## config.mk

```make
export PLATFORM = sky130hd
export DESIGN_NAME = ssp_ctrl_top
export DESIGN_NICKNAME = d
export VERILOG_FILES = /design/src/logic/ssp_pkg.sv /design/src/logic/ssp_ctrl_top.sv /design/src/logic/ssp_pin_mux.sv
export SDC_FILE = /design/constraint.sdc
export NUM_CORES = 1
export LEC_CHECK = 0
export ABC_AREA = 1
export BUFFER_PORTS_ARGS = -buffer_cell sky130_fd_sc_hd__buf_2
export CAP_MARGIN = 30
export CELL_PAD_IN_SITES_DETAIL_PLACEMENT = 1
export CELL_PAD_IN_SITES_GLOBAL_PLACEMENT = 2
export CORE_ASPECT_RATIO = 2
export CORE_UTILIZATION = 26
export CTS_BUF_LIST = sky130_fd_sc_hd__clkbuf_4
export DETAILED_ROUTE_END_ITERATION = 6
export GPL_ROUTABILITY_DRIVEN = 0
export HOLD_SLACK_MARGIN = 0.06
export PLACE_DENSITY = 0.88
export SYNTH_ARGS = -nofsm -noshare
export SYNTH_HDL_FRONTEND = slang
export SYNTH_SLANG_ARGS = --single-unit
```

## constraint.sdc

```tcl
create_clock -name clk -period 2.5 [get_ports clk]
set_input_delay 0.625 -clock clk [delete_from_list [all_inputs] [get_ports clk]]
set_output_delay 0.625 -clock clk [all_outputs]
set_load 0.02 [all_outputs]
```

## src/logic/ssp_pkg.sv

```systemverilog
// Package with register map, mode codes and shared types of the serial port control block.
`default_nettype none
package ssp_pkg;

    // ------------------------------------------------------------------------
    // Register map
    // ------------------------------------------------------------------------
    localparam int         ADDR_W    = 5;
    localparam logic [4:0] CTRL_OFS  = 5'h00;
    localparam logic [4:0] BUF_OFS   = 5'h04;
    localparam logic [4:0] BAUD_OFS  = 5'h08;
    localparam logic [4:0] STAT_OFS  = 5'h0c;
    localparam logic [4:0] MASK_OFS  = 5'h10;

    localparam int WRITE_COLLISION_FLAG_BIT = 7;
    localparam int OVF_BIT  = 6;
    localparam int EN_BIT   = 5;
    localparam int CKP_BIT  = 4;

    localparam logic [7:0] CTRL_RST = 8'h00;
    localparam logic [7:0] BAUD_RST = 8'h00;
    localparam logic [7:0] BUF_RST  = 8'h00;

    localparam int         IRQ_W     = 4;
    localparam int         IRQ_COLL  = 0;
    localparam int         IRQ_OVF   = 1;
    localparam int         IRQ_START = 2;
    localparam int         IRQ_STOP  = 3;
    localparam logic [3:0] MASK_RST  = 4'h0;

    localparam logic [1:0] RESP_OKAY   = 2'h0;
    localparam logic [1:0] RESP_SLVERR = 2'h2;

    // ------------------------------------------------------------------------
    // Mode codes and clock divisors
    // ------------------------------------------------------------------------
    localparam logic [3:0] MODE_SPI_M_DIV4   = 4'h0;
    localparam logic [3:0] MODE_SPI_M_DIV16  = 4'h1;
    localparam logic [3:0] MODE_SPI_M_DIV64  = 4'h2;
    localparam logic [3:0] MODE_SPI_M_TIMER  = 4'h3;
    localparam logic [3:0] MODE_SPI_S_SEL    = 4'h4;
    localparam logic [3:0] MODE_SPI_S_NOSEL  = 4'h5;
    localparam logic [3:0] MODE_I2C_S_7      = 4'h6;
    localparam logic [3:0] MODE_I2C_S_10     = 4'h7;
    localparam logic [3:0] MODE_I2C_M_RELOAD = 4'h8;
    localparam logic [3:0] MODE_SPI_M_RELOAD = 4'ha;
    localparam logic [3:0] MODE_I2C_M_FW     = 4'hb;
    localparam logic [3:0] MODE_I2C_S_7_SP   = 4'he;
    localparam logic [3:0] MODE_I2C_S_10_SP  = 4'hf;

    localparam logic [10:0] DIV_FOSC4  = 11'h004;
    localparam logic [10:0] DIV_FOSC16 = 11'h010;
    localparam logic [10:0] DIV_FOSC64 = 11'h040;
    localparam logic [10:0] DIV_NONE   = 11'h000;

    // ------------------------------------------------------------------------
    // Types
    // ------------------------------------------------------------------------
    typedef struct packed {
        logic sck;
        logic sdo;
        logic sdi;
        logic ss;
        logic sda;
        logic scl;
    } ssp_route_t;

    typedef struct packed {
        logic spiMaster;
        logic spiSlave;
        logic i2cMaster;
        logic i2cSlave;
        logic tenBit;
        logic startStopIrq;
        logic ssDisabled;
        logic reloadDiv;
        logic reserved;
    } ssp_mode_t;

    function automatic ssp_mode_t ssp_decode(input logic [3:0] code);
        ssp_mode_t f;
        f = '0;
        unique case (code)
            MODE_SPI_M_DIV4, MODE_SPI_M_DIV16,
            MODE_SPI_M_DIV64, MODE_SPI_M_TIMER: f.spiMaster = 1'b1;
            MODE_SPI_S_SEL:    f.spiSlave = 1'b1;
            MODE_SPI_S_NOSEL: begin
                f.spiSlave   = 1'b1;
                f.ssDisabled = 1'b1;
            end
            MODE_I2C_S_7:      f.i2cSlave = 1'b1;
            MODE_I2C_S_10: begin
                f.i2cSlave = 1'b1;
                f.tenBit   = 1'b1;
            end
            MODE_I2C_M_RELOAD: begin
                f.i2cMaster = 1'b1;
                f.reloadDiv = 1'b1;
            end
            MODE_SPI_M_RELOAD: begin
                f.spiMaster = 1'b1;
                f.reloadDiv = 1'b1;
            end
            MODE_I2C_M_FW:     f.i2cMaster = 1'b1;
            MODE_I2C_S_7_SP: begin
                f.i2cSlave     = 1'b1;
                f.startStopIrq = 1'b1;
            end
            MODE_I2C_S_10_SP: begin
                f.i2cSlave     = 1'b1;
                f.tenBit       = 1'b1;
                f.startStopIrq = 1'b1;
            end
            default:           f.reserved = 1'b1;
        endcase
        return f;
    endfunction

    // Serial clock divisor in oscillator cycles; zero means not generated here.
    function automatic logic [10:0] ssp_divisor(input logic [3:0] code,
                                                input logic [7:0] reload);
        logic [8:0] plusOne;
        plusOne = {1'b0, reload} + 9'h001;
        unique case (code)
            MODE_SPI_M_DIV4:                      return DIV_FOSC4;
            MODE_SPI_M_DIV16:                     return DIV_FOSC16;
            MODE_SPI_M_DIV64:                     return DIV_FOSC64;
            MODE_SPI_M_RELOAD, MODE_I2C_M_RELOAD: return {plusOne, 2'b00};
            default:                              return DIV_NONE;
        endcase
    endfunction

endpackage
`default_nettype wire

```

## src/logic/ssp_ctrl_top.sv

```systemverilog
// Serial port control register block with AXI4-Lite access and interrupt logic.
`timescale 1ns/10ps
`default_nettype none
module ssp_ctrl_top
    import ssp_pkg::*;
#(
    parameter int AW = ADDR_W
)(
    input  wire logic              clk,
    input  wire logic              rst,
    input  wire logic [AW-1:0]     s_axi_awaddr,
    input  wire logic              s_axi_awvalid,
    output logic                   s_axi_awready,
    input  wire logic [31:0]       s_axi_wdata,
    input  wire logic [3:0]        s_axi_wstrb,
    input  wire logic              s_axi_wvalid,
    output logic                   s_axi_wready,
    output logic [1:0]             s_axi_bresp,
    output logic                   s_axi_bvalid,
    input  wire logic              s_axi_bready,
    input  wire logic [AW-1:0]     s_axi_araddr,
    input  wire logic              s_axi_arvalid,
    output logic                   s_axi_arready,
    output logic [31:0]            s_axi_rdata,
    output logic [1:0]             s_axi_rresp,
    output logic                   s_axi_rvalid,
    input  wire logic              s_axi_rready,
    input  wire logic              txBusy,
    input  wire logic              rxByteDone,
    input  wire logic [7:0]        rxData,
    input  wire logic              startSeen,
    input  wire logic              stopSeen,
    output logic                   txLoad,
    output logic [7:0]             txData,
    output logic [3:0]             portMode,
    output ssp_mode_t              modeFlags,
    output ssp_route_t             pinRoute,
    output logic                   sckIdleHigh,
    output logic                   sclHold,
    output logic [10:0]            sckDivide,
    output logic                   irq
);

    if (AW < ADDR_W) begin : g_awCheck
        $error("ssp_ctrl_top: address width too small");
    end

    // ------------------------------------------------------------------------
    // AXI4-Lite write channel
    // ------------------------------------------------------------------------
    logic [AW-1:0] awAddr_q;
    logic          awHeld_q;
    logic [31:0]   wData_q;
    logic [3:0]    wStrb_q;
    logic          wHeld_q;
    logic          bValid_q;
    logic [1:0]    bResp_q;
    logic          doWrite;
    logic [4:0]    wOfs;
    logic          wLane0;

    assign s_axi_awready = !awHeld_q && !bValid_q;
    assign s_axi_wready  = !wHeld_q && !bValid_q;
    assign s_axi_bvalid  = bValid_q;
    assign s_axi_bresp   = bResp_q;
    assign doWrite       = awHeld_q && wHeld_q && !bValid_q;
    assign wOfs          = awAddr_q[4:0];
    assign wLane0        = doWrite && wStrb_q[0];

    function automatic logic ofsMapped(input logic [AW-1:0] a);
        logic hit;
        hit = (a[4:0] == CTRL_OFS) || (a[4:0] == BUF_OFS) || (a[4:0] == BAUD_OFS)
            || (a[4:0] == STAT_OFS) || (a[4:0] == MASK_OFS);
        return hit && (a >> 5) == '0;
    endfunction

    always_ff @(posedge clk or posedge rst) begin
        if (rst) begin
            awHeld_q <= 1'b0;
            awAddr_q <= '0;
        end else if (s_axi_awvalid && s_axi_awready) begin
            awHeld_q <= 1'b1;
            awAddr_q <= s_axi_awaddr;
        end else if (doWrite) begin
            awHeld_q <= 1'b0;
        end
    end

    always_ff @(posedge clk or posedge rst) begin
        if (rst) begin
            wHeld_q <= 1'b0;
            wData_q <= '0;
            wStrb_q <= '0;
        end else if (s_axi_wvalid && s_axi_wready) begin
            wHeld_q <= 1'b1;
            wData_q <= s_axi_wdata;
            wStrb_q <= s_axi_wstrb;
        end else if (doWrite) begin
            wHeld_q <= 1'b0;
        end
    end

    always_ff @(posedge clk or posedge rst) begin
        if (rst) begin
            bValid_q <= 1'b0;
            bResp_q  <= RESP_OKAY;
        end else if (doWrite) begin
            bValid_q <= 1'b1;
            bResp_q  <= ofsMapped(awAddr_q) ? RESP_OKAY : RESP_SLVERR;
        end else if (s_axi_bready) begin
            bValid_q <= 1'b0;
        end
    end

    // ------------------------------------------------------------------------
    // Control register, baud reload and transfer buffer
    // ------------------------------------------------------------------------
    logic [7:0] ctrl_q;
    logic [7:0] baud_q;
    logic [7:0] buf_q;
    logic       bufHeld_q;
    logic       bufRead;
    logic       bufWrite;
    logic       collide;
    logic       overflow;
    logic       ctrlWrite;

    assign ctrlWrite = wLane0 && wOfs == CTRL_OFS;
    assign bufWrite  = wLane0 && wOfs == BUF_OFS;
    assign collide   = bufWrite && txBusy;
    // An SPI master only receives on its own buffer write, so it never overruns.
    assign overflow  = rxByteDone && bufHeld_q && ctrl_q[EN_BIT] && !modeFlags.spiMaster
                       && (modeFlags.spiSlave || modeFlags.i2cSlave
                           || modeFlags.i2cMaster);

    // Software can only clear the two flags; a set in the same cycle wins.
    always_ff @(posedge clk or posedge rst) begin
        if (rst) begin
            ctrl_q <= CTRL_RST;
        end else begin
            if (ctrlWrite) begin
                ctrl_q[5:0] <= wData_q[5:0];
            end
            if (collide) begin
                ctrl_q[WRITE_COLLISION_FLAG_BIT] <= 1'b1;
            end else if (ctrlWrite && !wData_q[WRITE_COLLISION_FLAG_BIT]) begin
                ctrl_q[WRITE_COLLISION_FLAG_BIT] <= 1'b0;
            end
            if (overflow) begin
                ctrl_q[OVF_BIT] <= 1'b1;
            end else if (ctrlWrite && !wData_q[OVF_BIT]) begin
                ctrl_q[OVF_BIT] <= 1'b0;
            end
        end
    end

    always_ff @(posedge clk or posedge rst) begin
        if (rst) begin
            baud_q <= BAUD_RST;
        end else if (wLane0 && wOfs == BAUD_OFS) begin
            baud_q <= wData_q[7:0];
        end
    end

    // Received data only lands in an empty buffer; on overrun the new byte is dropped.
    always_ff @(posedge clk or posedge rst) begin
        if (rst) begin
            buf_q     <= BUF_RST;
            bufHeld_q <= 1'b0;
        end else if (rxByteDone && !bufHeld_q) begin
            buf_q     <= rxData;
            bufHeld_q <= 1'b1;
        end else if (bufRead) begin
            bufHeld_q <= 1'b0;
        end
    end

    always_ff @(posedge clk or posedge rst) begin
        if (rst) begin
            txLoad <= 1'b0;
            txData <= BUF_RST;
        end else begin
            txLoad <= bufWrite && !txBusy;
            if (bufWrite && !txBusy) begin
                txData <= wData_q[7:0];
            end
        end
    end

    // ------------------------------------------------------------------------
    // Mode decode and serial clock control
    // ------------------------------------------------------------------------
    assign portMode  = ctrl_q[3:0];
    assign modeFlags = ssp_decode(ctrl_q[3:0]);

    ssp_pin_mux u_pin_mux (
        .portEnable (ctrl_q[EN_BIT]),
        .modeFlags  (modeFlags),
        .route      (pinRoute)
    );

    always_ff @(posedge clk or posedge rst) begin
        if (rst) begin
            sckIdleHigh <= 1'b0;
            sclHold     <= 1'b0;
            sckDivide   <= DIV_NONE;
        end else begin
            sckIdleHigh <= ctrl_q[CKP_BIT] && (modeFlags.spiMaster || modeFlags.spiSlave);
            sclHold     <= ctrl_q[EN_BIT] && modeFlags.i2cSlave && !ctrl_q[CKP_BIT];
            sckDivide   <= ssp_divisor(ctrl_q[3:0], baud_q);
        end
    end

    // ------------------------------------------------------------------------
    // Interrupt status and mask
    // ------------------------------------------------------------------------
    logic [IRQ_W-1:0] stat_q;
    logic [IRQ_W-1:0] mask_q;
    logic [IRQ_W-1:0] statSet;
    logic [IRQ_W-1:0] statClr;

    always_comb begin
        statSet            = '0;
        statSet[IRQ_COLL]  = collide;
        statSet[IRQ_OVF]   = overflow;
        statSet[IRQ_START] = startSeen && ctrl_q[EN_BIT] && modeFlags.startStopIrq;
        statSet[IRQ_STOP]  = stopSeen && ctrl_q[EN_BIT] && modeFlags.startStopIrq;
        statClr            = (wLane0 && wOfs == STAT_OFS) ? wData_q[IRQ_W-1:0] : '0;
    end

    always_ff @(posedge clk or posedge rst) begin
        if (rst) begin
            stat_q <= '0;
        end else begin
            stat_q <= statSet | (stat_q & ~statClr);
        end
    end

    always_ff @(posedge clk or posedge rst) begin
        if (rst) begin
            mask_q <= MASK_RST;
        end else if (wLane0 && wOfs == MASK_OFS) begin
            mask_q <= wData_q[IRQ_W-1:0];
        end
    end

    assign irq = |(stat_q & mask_q);

    // ------------------------------------------------------------------------
    // AXI4-Lite read channel
    // ------------------------------------------------------------------------
    logic        rValid_q;
    logic [31:0] rData_q;
    logic [1:0]  rResp_q;
    logic [7:0]  rByte;

    assign s_axi_arready = !rValid_q;
    assign s_axi_rvalid  = rValid_q;
    assign s_axi_rdata   = rData_q;
    assign s_axi_rresp   = rResp_q;
    assign bufRead       = s_axi_arvalid && s_axi_arready
                           && s_axi_araddr[4:0] == BUF_OFS && ofsMapped(s_axi_araddr);

    always_comb begin
        rByte = 8'h00;
        unique case (s_axi_araddr[4:0])
            CTRL_OFS: rByte = ctrl_q;
            BUF_OFS:  rByte = buf_q;
            BAUD_OFS: rByte = baud_q;
            STAT_OFS: rByte = {4'h0, stat_q};
            MASK_OFS: rByte = {4'h0, mask_q};
            default:  rByte = 8'h00;
        endcase
    end

    always_ff @(posedge clk or posedge rst) begin
        if (rst) begin
            rValid_q <= 1'b0;
            rData_q  <= '0;
            rResp_q  <= RESP_OKAY;
        end else if (s_axi_arvalid && s_axi_arready) begin
            rValid_q <= 1'b1;
            rData_q  <= ofsMapped(s_axi_araddr) ? {24'h000000, rByte} : '0;
            rResp_q  <= ofsMapped(s_axi_araddr) ? RESP_OKAY : RESP_SLVERR;
        end else if (s_axi_rready) begin
            rValid_q <= 1'b0;
        end
    end

    // ------------------------------------------------------------------------
    // Checks
    // ------------------------------------------------------------------------
    property p_wcolSet;
        @(posedge clk) disable iff (rst)
        bufWrite && txBusy |=> ctrl_q[WRITE_COLLISION_FLAG_BIT] && !txLoad;
    endproperty
    a_wcolSet: assert property (p_wcolSet) else $error("collision flag not set");

    property p_ovfSlave;
        @(posedge clk) disable iff (rst)
        rxByteDone && bufHeld_q && ctrl_q[EN_BIT] && (modeFlags.spiSlave || modeFlags.i2cSlave)
        |=> ctrl_q[OVF_BIT] && buf_q == $past(buf_q) && stat_q[IRQ_OVF];
    endproperty
    a_ovfSlave: assert property (p_ovfSlave) else $error("overflow not flagged");

    property p_ovfNoMaster;
        @(posedge clk) disable iff (rst)
        $rose(ctrl_q[OVF_BIT]) |-> $past(rxByteDone) && !$past(modeFlags.spiMaster);
    endproperty
    a_ovfNoMaster: assert property (p_ovfNoMaster) else $error("overflow in master");

    property p_spiRoute;
        @(posedge clk) disable iff (rst)
        (modeFlags.spiMaster || modeFlags.spiSlave)
        |-> pinRoute.sck == ctrl_q[EN_BIT] && pinRoute.sdi == ctrl_q[EN_BIT] && !pinRoute.sda;
    endproperty
    a_spiRoute: assert property (p_spiRoute) else $error("spi pins misrouted");

    property p_i2cRoute;
        @(posedge clk) disable iff (rst)
        modeFlags.i2cSlave |-> pinRoute.scl == ctrl_q[EN_BIT] && !pinRoute.sck;
    endproperty
    a_i2cRoute: assert property (p_i2cRoute) else $error("i2c pins misrouted");

    property p_idleLevel;
        @(posedge clk) disable iff (rst)
        modeFlags.spiSlave ##1 modeFlags.spiSlave |-> sckIdleHigh == $past(ctrl_q[CKP_BIT]);
    endproperty
    a_idleLevel: assert property (p_idleLevel) else $error("idle level wrong");

    property p_startIrq;
        @(posedge clk) disable iff (rst)
        $rose(stat_q[IRQ_START]) |-> $past(startSeen && modeFlags.startStopIrq);
    endproperty
    a_startIrq: assert property (p_startIrq) else $error("start irq in wrong mode");

    property p_divisor;
        @(posedge clk) disable iff (rst)
        modeFlags.reloadDiv |=> sckDivide == 11'({$past(baud_q), 2'b00} + 11'h004);
    endproperty
    a_divisor: assert property (p_divisor) else $error("divisor wrong");

    property p_selRelease;
        @(posedge clk) disable iff (rst)
        portMode == MODE_SPI_S_NOSEL |-> !pinRoute.ss && modeFlags.ssDisabled;
    endproperty
    a_selRelease: assert property (p_selRelease) else $error("select pin not freed");

    property p_stretch;
        @(posedge clk) disable iff (rst)
        (ctrl_q[EN_BIT] && modeFlags.i2cSlave && !ctrl_q[CKP_BIT]) [*2] |-> sclHold;
    endproperty
    a_stretch: assert property (p_stretch) else $error("clock not stretched");

    property p_reserved;
        @(posedge clk) disable iff (rst)
        modeFlags.reserved ##1 modeFlags.reserved |-> pinRoute == '0 && sckDivide == DIV_NONE;
    endproperty
    a_reserved: assert property (p_reserved) else $error("reserved mode active");

endmodule
`default_nettype wire

```

## src/logic/ssp_pin_mux.sv

```systemverilog
// Pin routing of the serial port signals from enable and mode.
`timescale 1ns/10ps
`default_nettype none
module ssp_pin_mux
    import ssp_pkg::*;
(
    input  wire logic       portEnable,
    input  wire ssp_mode_t  modeFlags,
    output ssp_route_t      route
);

    logic spiOn;
    logic i2cOn;

    assign spiOn = portEnable && (modeFlags.spiMaster || modeFlags.spiSlave);
    assign i2cOn = portEnable && (modeFlags.i2cMaster || modeFlags.i2cSlave);

    always_comb begin
        route     = '0;
        route.sck = spiOn;
        route.sdo = spiOn;
        route.sdi = spiOn;
        // Every SPI mode owns the select pin except the slave that ignores select.
        route.ss  = spiOn && !modeFlags.ssDisabled;
        route.sda = i2cOn;
        route.scl = i2cOn;
    end

endmodule
`default_nettype wire

```

# Word-level counts from Yosys, hierarchy flattened
# Cells that the tools add are included.
[classes] mux=28 n_addsub=1 eq_ne=20 bitwise_logic=4 n_reduce_logical=76
[op_table] op="$pmux W11 S4" n=1
[op_table] op="$pmux W8 S5" n=1
[op_table] op="$logic_and A1 B1 Y1" n=34
[op_table] op="$mux W1" n=22
[op_table] op="$eq A4 B4 Y1 const B" n=5
[op_table] op="$eq A5 B4 Y1 const B" n=4
[op_table] op="$eq A4 B3 Y1 const B" n=4
[op_table] op="$reduce_bool A2 Y1" n=7
[op_table] op="$reduce_or A13 Y1" n=1
[op_table] op="$logic_or A1 B1 Y1" n=12
[op_table] op="$logic_not A1 Y1" n=11
[op_table] op="$eq A5 B3 Y1 const B" n=2
[op_table] op="$eq A5 B5 Y1 const B" n=2
[op_table] op="$logic_not A5 Y1" n=2
[op_table] op="$reduce_or A2 Y1" n=5
[op_table] op="$add A8 B1 Y9 const B" n=1
[op_table] op="$and A4 B4 Y4" n=2
[op_table] op="$eq A4 B2 Y1 const B" n=2
[op_table] op="$mux W8" n=1
[op_table] op="$reduce_or A4 Y1" n=2
[op_table] op="$reduce_or A5 Y1" n=1
[op_table] op="$eq A4 B1 Y1 const B" n=1
[op_table] op="$logic_not A4 Y1" n=1
[op_table] op="$mux W2" n=2
[op_table] op="other kinds (3)" n=3
[totals] out_inout_bits=83 elab_cells=152 regBits=109 inputBits=65

# Longest topological paths before layout
# Gate-level depths: netlist (run 1).
[depth] ltp_word=8 depth_mapped=9 mapped_depth_nobuf=9

# Modules after synthesis
# Synthesis (run 1) repeated with hierarchy kept, for this count alone.
[hier_totals] cells_unflattened=456 area_unflattened_um2=3965.1
[by_module_without_submodules] mod="ssp_ctrl_top" area_each_um2=3898.7 n_inst=1 cells_per_inst=445 seq_area_each_um2=2026.9
[by_module_without_submodules] mod="ssp_pin_mux" area_each_um2=66.3 n_inst=1 cells_per_inst=11 seq_area_each_um2=0.0

# Worst setup path before layout (run 1)
# OpenSTA, ideal clock, no wires.
[synth_timing] path_kind="register to output" from="reg ctrl_q[1]" to="out pinRoute[3] (netlist bit)" t_arrival_ns=1.474 path_stages_with_launch=9 required_ns=1.875 n_path_buf=2 path_slack_ns=0.401 cell_sequence="dfrtp_1 buf_2 inv_1 nor2_1 o21a_1 or2_2 nand2_1 inv_1 buf_4"
[synth_lines] item="start, declared" line_no="ssp_ctrl_top.sv:118" rtl="logic [7:0] ctrl_q;"
[synth_lines] item="start signal, assigned" line_no="ssp_ctrl_top.sv:142" rtl="ctrl_q[5:0] <= wData_q[5:0];"
[synth_lines] item="end, declared" line_no="ssp_ctrl_top.sv:37" rtl="output ssp_route_t pinRoute,"

==> flow_metrics.env, run 1 <==
export IMPL_crit_type="reg -> out"
export IMPL_tritoncts="done"
export IMPL_die_area_sq_mm=0.0156
export IMPL_final_nets=600
export IMPL_synth_top_cell_by_area="dfrtp_1"
export IMPL_clk_pin_slew_worst_paths_ns=0.14
export IMPL_antenna_found_initial=1
export IMPL_dr_pass1_iters=4
export IMPL_whs_ns=0.122
export IMPL_utilization_pct=32.0
export IMPL_crit_family="flip-flops"
export IMPL_async_reset_ff_share_pct=100
export IMPL_max_slew_worst_pin_slew_ns=0.613
export IMPL_synth_cell_area_sq_mm=0.00392
export IMPL_post_synth_top_count_cell="nand2_1"
export IMPL_htreeDepth=3
export IMPL_io_pins=148
export IMPL_end_kind="primary output"
export IMPL_critical_path_arrival_ns=1.79
export IMPL_hpwlAfterDp_microns=8850
export IMPL_yosys_warnings=0
export IMPL_synth_edff_count=0
export IMPL_power_leakage_uw=0.00244
export IMPL_powerDensity_mw_per_mm2=1030
export IMPL_ys_types=33
export IMPL_critical_path_max_stage_delay_ns=0.42
export IMPL_reg2reg_from="awAddr_q[0]$_DFFE_PP0P_"
export IMPL_worstRegToRegCells=5
export IMPL_crit_required_ns=1.88
export IMPL_min_period_ns=2.41
export IMPL_ir_drop_uv=447
export IMPL_design_core_area_sq_mm=0.0147
export IMPL_numPortBuffers=92
export IMPL_synth_top_area_share_pct=51.7
export IMPL_status="complete, no violations"
export IMPL_skew_ns=0.0240
export IMPL_drt_initial_drc_count=76
export IMPL_track_usage_pct=15.3
export IMPL_yosys_most_used_dff="dfrtp_1"
export IMPL_via_per_inst=4.49
export IMPL_drive_above_1_share_pct=29.7
export IMPL_synth_area_per_cell_sq_um=8.95
export IMPL_reg2reg_setup_slack_ns=0.84
export IMPL_rows=63
export IMPL_min_period_over_period_pct=96.6
export IMPL_fmax_mhz=414
export IMPL_clk_latency_ns=0.45
export IMPL_cts_buffer_depth=2
export IMPL_fp_dieW_microns=88.8
export IMPL_max_cap_violations=0
export IMPL_root_buffer="clkbuf_4"
export IMPL_syn_to_final_growth_pct=20.4
export IMPL_finalWirelength_microns=11000
export IMPL_post_drt_wl_per_cell_microns=15.0
export IMPL_slew_viol_final=0
export IMPL_drc_errors=0
export IMPL_slowest_stage="dfrtp_1"
export IMPL_p_total_uw=4880
export IMPL_initial_core_util_pct=26.6
export IMPL_grt_pass1_vias=3519
export IMPL_synthTopCellsByArea="dfrtp_1, nand2_1, buf_4, o21ai_0, inv_1"
export IMPL_vias=3297
export IMPL_hold_viol_final=0
export IMPL_drtAntennaViolNets=0
export IMPL_worstHoldPathType="in -> async"
export IMPL_grt_max_degree=69
export IMPL_cts_buffers=9
export IMPL_finalSetupViolations=0
export IMPL_reg2reg_to="baud_q[4]$_DFFE_PP0P_"
export IMPL_critPathLaunchType="flop"
export IMPL_crit_chain="inv_2 -> nor2_1 -> o21a_1 -> or2_4 -> nand2_2 -> inv_1 -> buf_2"
export IMPL_slew_limit_headroom_pct=59.0
export IMPL_cts_sinks=81
export IMPL_chipHeight_microns=176
export IMPL_cp_max_fo=3
export IMPL_syn_inst=438
export IMPL_path_buf_inv=3
export IMPL_synth_seq_cells=81
export IMPL_seq_area_frac_synth_pct=51.7
export IMPL_synth_commonest_cells="nand2_1, dfrtp_1, inv_1"
export IMPL_grt_pass1_wl_microns=17400
export IMPL_overflow=0
worst max path at each step:
stage	startpoint	to	cells past startpoint	slack (ns)
2_1_floorplan	ctrl_q[1]$_DFFE_PP0N_	pinRoute[3]	8	0.40
3_3_place_gp	ctrl_q[2]$_DFFE_PP0N_	pinRoute[2]	6	0.47
3_5_place_dp	ctrl_q[2]$_DFFE_PP0N_	pinRoute[4]	6	0.46
4_1_cts	ctrl_q[3]$_DFFE_PP0N_	pinRoute[2]	7	0.03
5_1_grt	ctrl_q[1]$_DFFE_PP0N_	pinRoute[0]	7	-0.001
6_report	ctrl_q[1]$_DFFE_PP0N_	pinRoute[4]	7	0.09
power breakdown:
group | internal (uW) | switching, uW
sequential | 1720 | 357
clock | 615 | 457
combinational | 592 | 1130
total | 2930 | 1950
metrics by stage:
step	area [sq um]	setup TNS, ns	worst slack, ns	instances
final	4720	0	0.0856	734
after detailed placement	4460	0	0.456	712
after CTS	4680	0	0.0276	729
after global routing	4720	-0.00191	-0.00127	734
after floorplan	4030	0	0.401	465
after global placement	4460	0	0.467	712
final cells by class:
type | count | area (sq um)
Fill cell | 1778 | 10000
Sequential cell | 81 | 2030
Multi-Input combinational cell | 291 | 1500
Timing Repair Buffer | 104 | 563
Tap cell | 195 | 244
Inverter | 47 | 180
Clock inverter | 5 | 129
Clock buffer | 10 | 75.1
Antenna cell | 1 | 2.50
registers in the layout, summed over array words and instances, names as in the netlist, 4 cells and up:
name         cells
baud_q           8
wData_q          8
s_axi_rdata      8
buf_q            8
mask_q           4
sckDivide        9
stat_q           4
awAddr_q         5
txData           8
ctrl_q           8
routing by layer:
metal / part of all wire (%) / GRT usage, %
met1: 33 / 13.6
met4: 6.1 / 11.6
met2: 56 / 28.6
met3: 4.6 / 2.91
met5: 0 / 0
cell usage in the layout, fill, tap and decap left out, types with 2 or more instances in the layout:
| cell type | instances |
|---|---|
| buf_4 | 11 |
| o21bai_1 | 4 |
| conb_1 | 28 |
| nor3_1 | 4 |
| nor2_1 | 38 |
| mux2_2 | 11 |
| nand4_1 | 23 |
| buf_2 | 92 |
| o211ai_1 | 2 |
| o21ai_0 | 35 |
| nand2_2 | 4 |
| nor3_4 | 2 |
| nor2_2 | 4 |
| bufinv_16 | 4 |
| o31ai_1 | 2 |
| o21ai_2 | 9 |
| clkbuf_4 | 10 |
| nand3_1 | 17 |
| nand2_1 | 84 |
| inv_1 | 40 |
| a21oi_1 | 14 |
| inv_2 | 5 |
| dfrtp_1 | 80 |
repair_timing:
action / 4_1_cts / 5_1_grt
pin swaps: 0 / 1
resized for setup: 3 / 5
endpoints found under the setup margin: 4 / 6
hold buffers: 0 / 0
cloned: 0 / 0
setup buffers: 2 / 4
cells by family (layout without fill, tap and decap cells):
kind of cell             count (synthesis)  count (layout)  share of synthesized area [%]
XOR/XNOR                                 1               1                          0.223
other                                    1              29                         0.0956
multiplexers                            11              11                           3.16
buffers and inverters                   93             166                           13.0
adder cells (fa/ha/maj)                  1               1                          0.319
AND/OR/NAND/NOR                        179             179                           20.8
AO/OA/AOI/OAI                           71              71                           10.7
flip-flops                              81              81                           51.7
No activity file was read; power rests on OpenSTA's default activity.
==> run 2, diff against run 1 <==
--- a/config.mk
+++ b/config.mk
@@ -10,13 +10,13 @@
 export CAP_MARGIN = 30
 export CELL_PAD_IN_SITES_DETAIL_PLACEMENT = 1
 export CELL_PAD_IN_SITES_GLOBAL_PLACEMENT = 2
-export CORE_ASPECT_RATIO = 2
 export CORE_UTILIZATION = 26
 export CTS_BUF_LIST = sky130_fd_sc_hd__clkbuf_4
 export DETAILED_ROUTE_END_ITERATION = 6
 export GPL_ROUTABILITY_DRIVEN = 0
 export HOLD_SLACK_MARGIN = 0.06
 export PLACE_DENSITY = 0.88
+export SETUP_SLACK_MARGIN = 0.02
 export SYNTH_ARGS = -nofsm -noshare
 export SYNTH_HDL_FRONTEND = slang
 export SYNTH_SLANG_ARGS = --single-unit
==> run 2 against run 1 <==
The run now ends with DRC left. Clock skew down 0.0023 ns. Wire length is 2.7% lower. Combinational power about the same. Maximum frequency up 2.9%. Core utilization decreased by 0.18 points. First-iteration DRC count increased by 16%. Sequential cell count did not move. Design area decreased by 1.2%. Power is 5.7% lower. Global-route usage is 0.89 points lower. Sequential share of layout area rose by 0.56 points. Critical endpoint is now pinRoute[2].
==> flow_metrics.env, run 2 (synthesis results as in run 1) <==
export IMPL_status="complete, but fails checks"
export IMPL_violations="DRC"
export IMPL_drc_errors=18
export IMPL_design_core_area_sq_mm=0.0146
export IMPL_final_cell_mix="buf_2, nand2_1, dfrtp_1"
export IMPL_io_pins=148
export IMPL_grt_pass1_wl_microns=17200
export IMPL_largest_reg_flops=9
export IMPL_n_antenna_cell=0
export IMPL_use_met1_pct=17.8
export IMPL_critPathLaunchType="flop"
export IMPL_busiest_layer="met2"
export IMPL_slew_viol_final=0
export IMPL_met3_usage_pct=3.39
export IMPL_crit_type="reg -> out"
export IMPL_fmax_mhz=426
export IMPL_die_area_sq_mm=0.0156
export IMPL_finalSetupViolations=0
export IMPL_grt_max_degree=31
export IMPL_min_period_over_period_pct=93.8
export IMPL_worstHoldPathType="in -> async"
export IMPL_max_cap_violations=0
export IMPL_reg2reg_to="baud_q[1]$_DFFE_PP0P_"
export IMPL_via_per_inst=4.47
export IMPL_clk_pin_slew_worst_paths_ns=0.14
export IMPL_cts_sinks=81
export IMPL_drtAntennaViolNets=0
export IMPL_crit_required_ns=1.88
export IMPL_skew_ns=0.0216
export IMPL_antenna_found_initial=0
export IMPL_powerDensity_mw_per_mm2=986
export IMPL_hold_viol_final=0
export IMPL_end_kind="primary output"
export IMPL_instances_no_fill=724
export IMPL_postLayoutCellArea_sq_mm=0.00466
export IMPL_finalWirelength_microns=10700
export IMPL_htreeDepth=3
export IMPL_num_fill_cells=1772
export IMPL_cts_buffers=9
export IMPL_cts_buffer_depth=2
export IMPL_largest_register="sckDivide"
export IMPL_rows=44
export IMPL_place_area_sq_mm=0.00446
export IMPL_place_inst=703
export IMPL_tritoncts="done"
export IMPL_dr_pass1_iters=6
export IMPL_numPortBuffers=92
export IMPL_cts_hold_buffers=0
export IMPL_overflow=0
export IMPL_grt_setup_unrepaired="no"
export IMPL_met2_usage_pct=24.2
export IMPL_critical_path_arrival_ns=1.72
export IMPL_power_leakage_uw=0.00241
export IMPL_worstRegToRegCells=4
export IMPL_clk_latency_ns=0.46
export IMPL_syn_to_final_growth_pct=19.0
export IMPL_setup_tns_ns=0
export IMPL_grt_pass1_vias=3286
export IMPL_drive_above_1_share_pct=30.0
export IMPL_ir_drop_uv=449
export IMPL_track_usage_pct=14.4
export IMPL_reg2reg_setup_slack_ns=0.80
export IMPL_final_nets=601
export IMPL_chipHeight_microns=125
export IMPL_post_drt_wl_per_cell_microns=14.8
export IMPL_vias=3239
export IMPL_min_period_ns=2.35
export IMPL_hpwlAfterDp_microns=8310
export IMPL_max_slew_worst_pin_slew_ns=0.731
export IMPL_initial_core_util_pct=26.8
export IMPL_fp_dieW_microns=125
export IMPL_slew_limit_headroom_pct=51.1
export IMPL_root_buffer="clkbuf_4"
export IMPL_reg2reg_from="awAddr_q[0]$_DFFE_PP0P_"
export IMPL_cp_max_fo=3
export IMPL_final_common_cell="buf_2"
export IMPL_drt_initial_drc_count=88
run 2: repair_timing:
item                       4_1_cts  5_1_grt
pin swaps                        1        2
gates resized for setup          5        8
setup endpoints to repair        4        6
buffers inserted                 1        4
run 2: critical path: stages (launching register included):
cell and delay [ns]:
dfrtp_1 0.43, inv_2 0.08, nor2_1 0.05, o21a_1 0.19
or2_4 0.24, nand2_2 0.07, nor2_1 0.05, buf_4 0.16
run 2: worst max-delay path by stage:
| stage | from | end | cells after the start |
|---|---|---|---|
| finish | ctrl_q[1]$_DFFE_PP0N_ | pinRoute[2] | 7 |
| global route | ctrl_q[1]$_DFFE_PP0N_ | pinRoute[2] | 7 |
| CTS | ctrl_q[1]$_DFFE_PP0N_ | pinRoute[2] | 7 |
| detailed placement | ctrl_q[2]$_DFFE_PP0N_ | pinRoute[2] | 6 |
| global placement | ctrl_q[2]$_DFFE_PP0N_ | pinRoute[4] | 6 |
| floorplan | ctrl_q[1]$_DFFE_PP0N_ | pinRoute[3] | 8 |
run 2: power breakdown:
group / internal (uW) / total, uW / switching (uW)
clock network: 320 / 816 / 497
logic: 594 / 1710 / 1110
registers: 1720 / 2070 / 353
total: 2640 / 4600 / 1960
run 2: routing by layer:
| layer | vias up | wire length, microns |
|---|---|---|
| met2 | 98 | 5180 |
| met4 | 0 | 152 |
| met1 | 1568 | 4770 |
| met5 | - | 0 |
| met3 | 12 | 591 |
| li1 | 1561 | - |
run 2: layout make-up:
cell class | count | area [sq um] | area share, %
multi-input combinational | 291 | 1500 | 32.2
sequential | 81 | 2030 | 43.5
clock buffer | 10 | 75.1 | 1.61
inverter | 47 | 180 | 3.86
clock inverter | 6 | 67.6 | 1.45
tap | 184 | 230 | 4.94
timing repair buffer | 105 | 582 | 12.5
run 2: per-stage QoR:
step	util (%)	power [uW]	setup WS, ns	hold slack [ns]
after global placement	30.4	3670	0.509	0.463
after detailed placement	30.4	3750	0.460	0.464
after CTS	31.5	4600	0.0337	0.240
after global routing	31.9	4940	0.0509	0.266
final	31.9	4600	0.154	0.255
after floorplan	-	3200	0.401	0.453
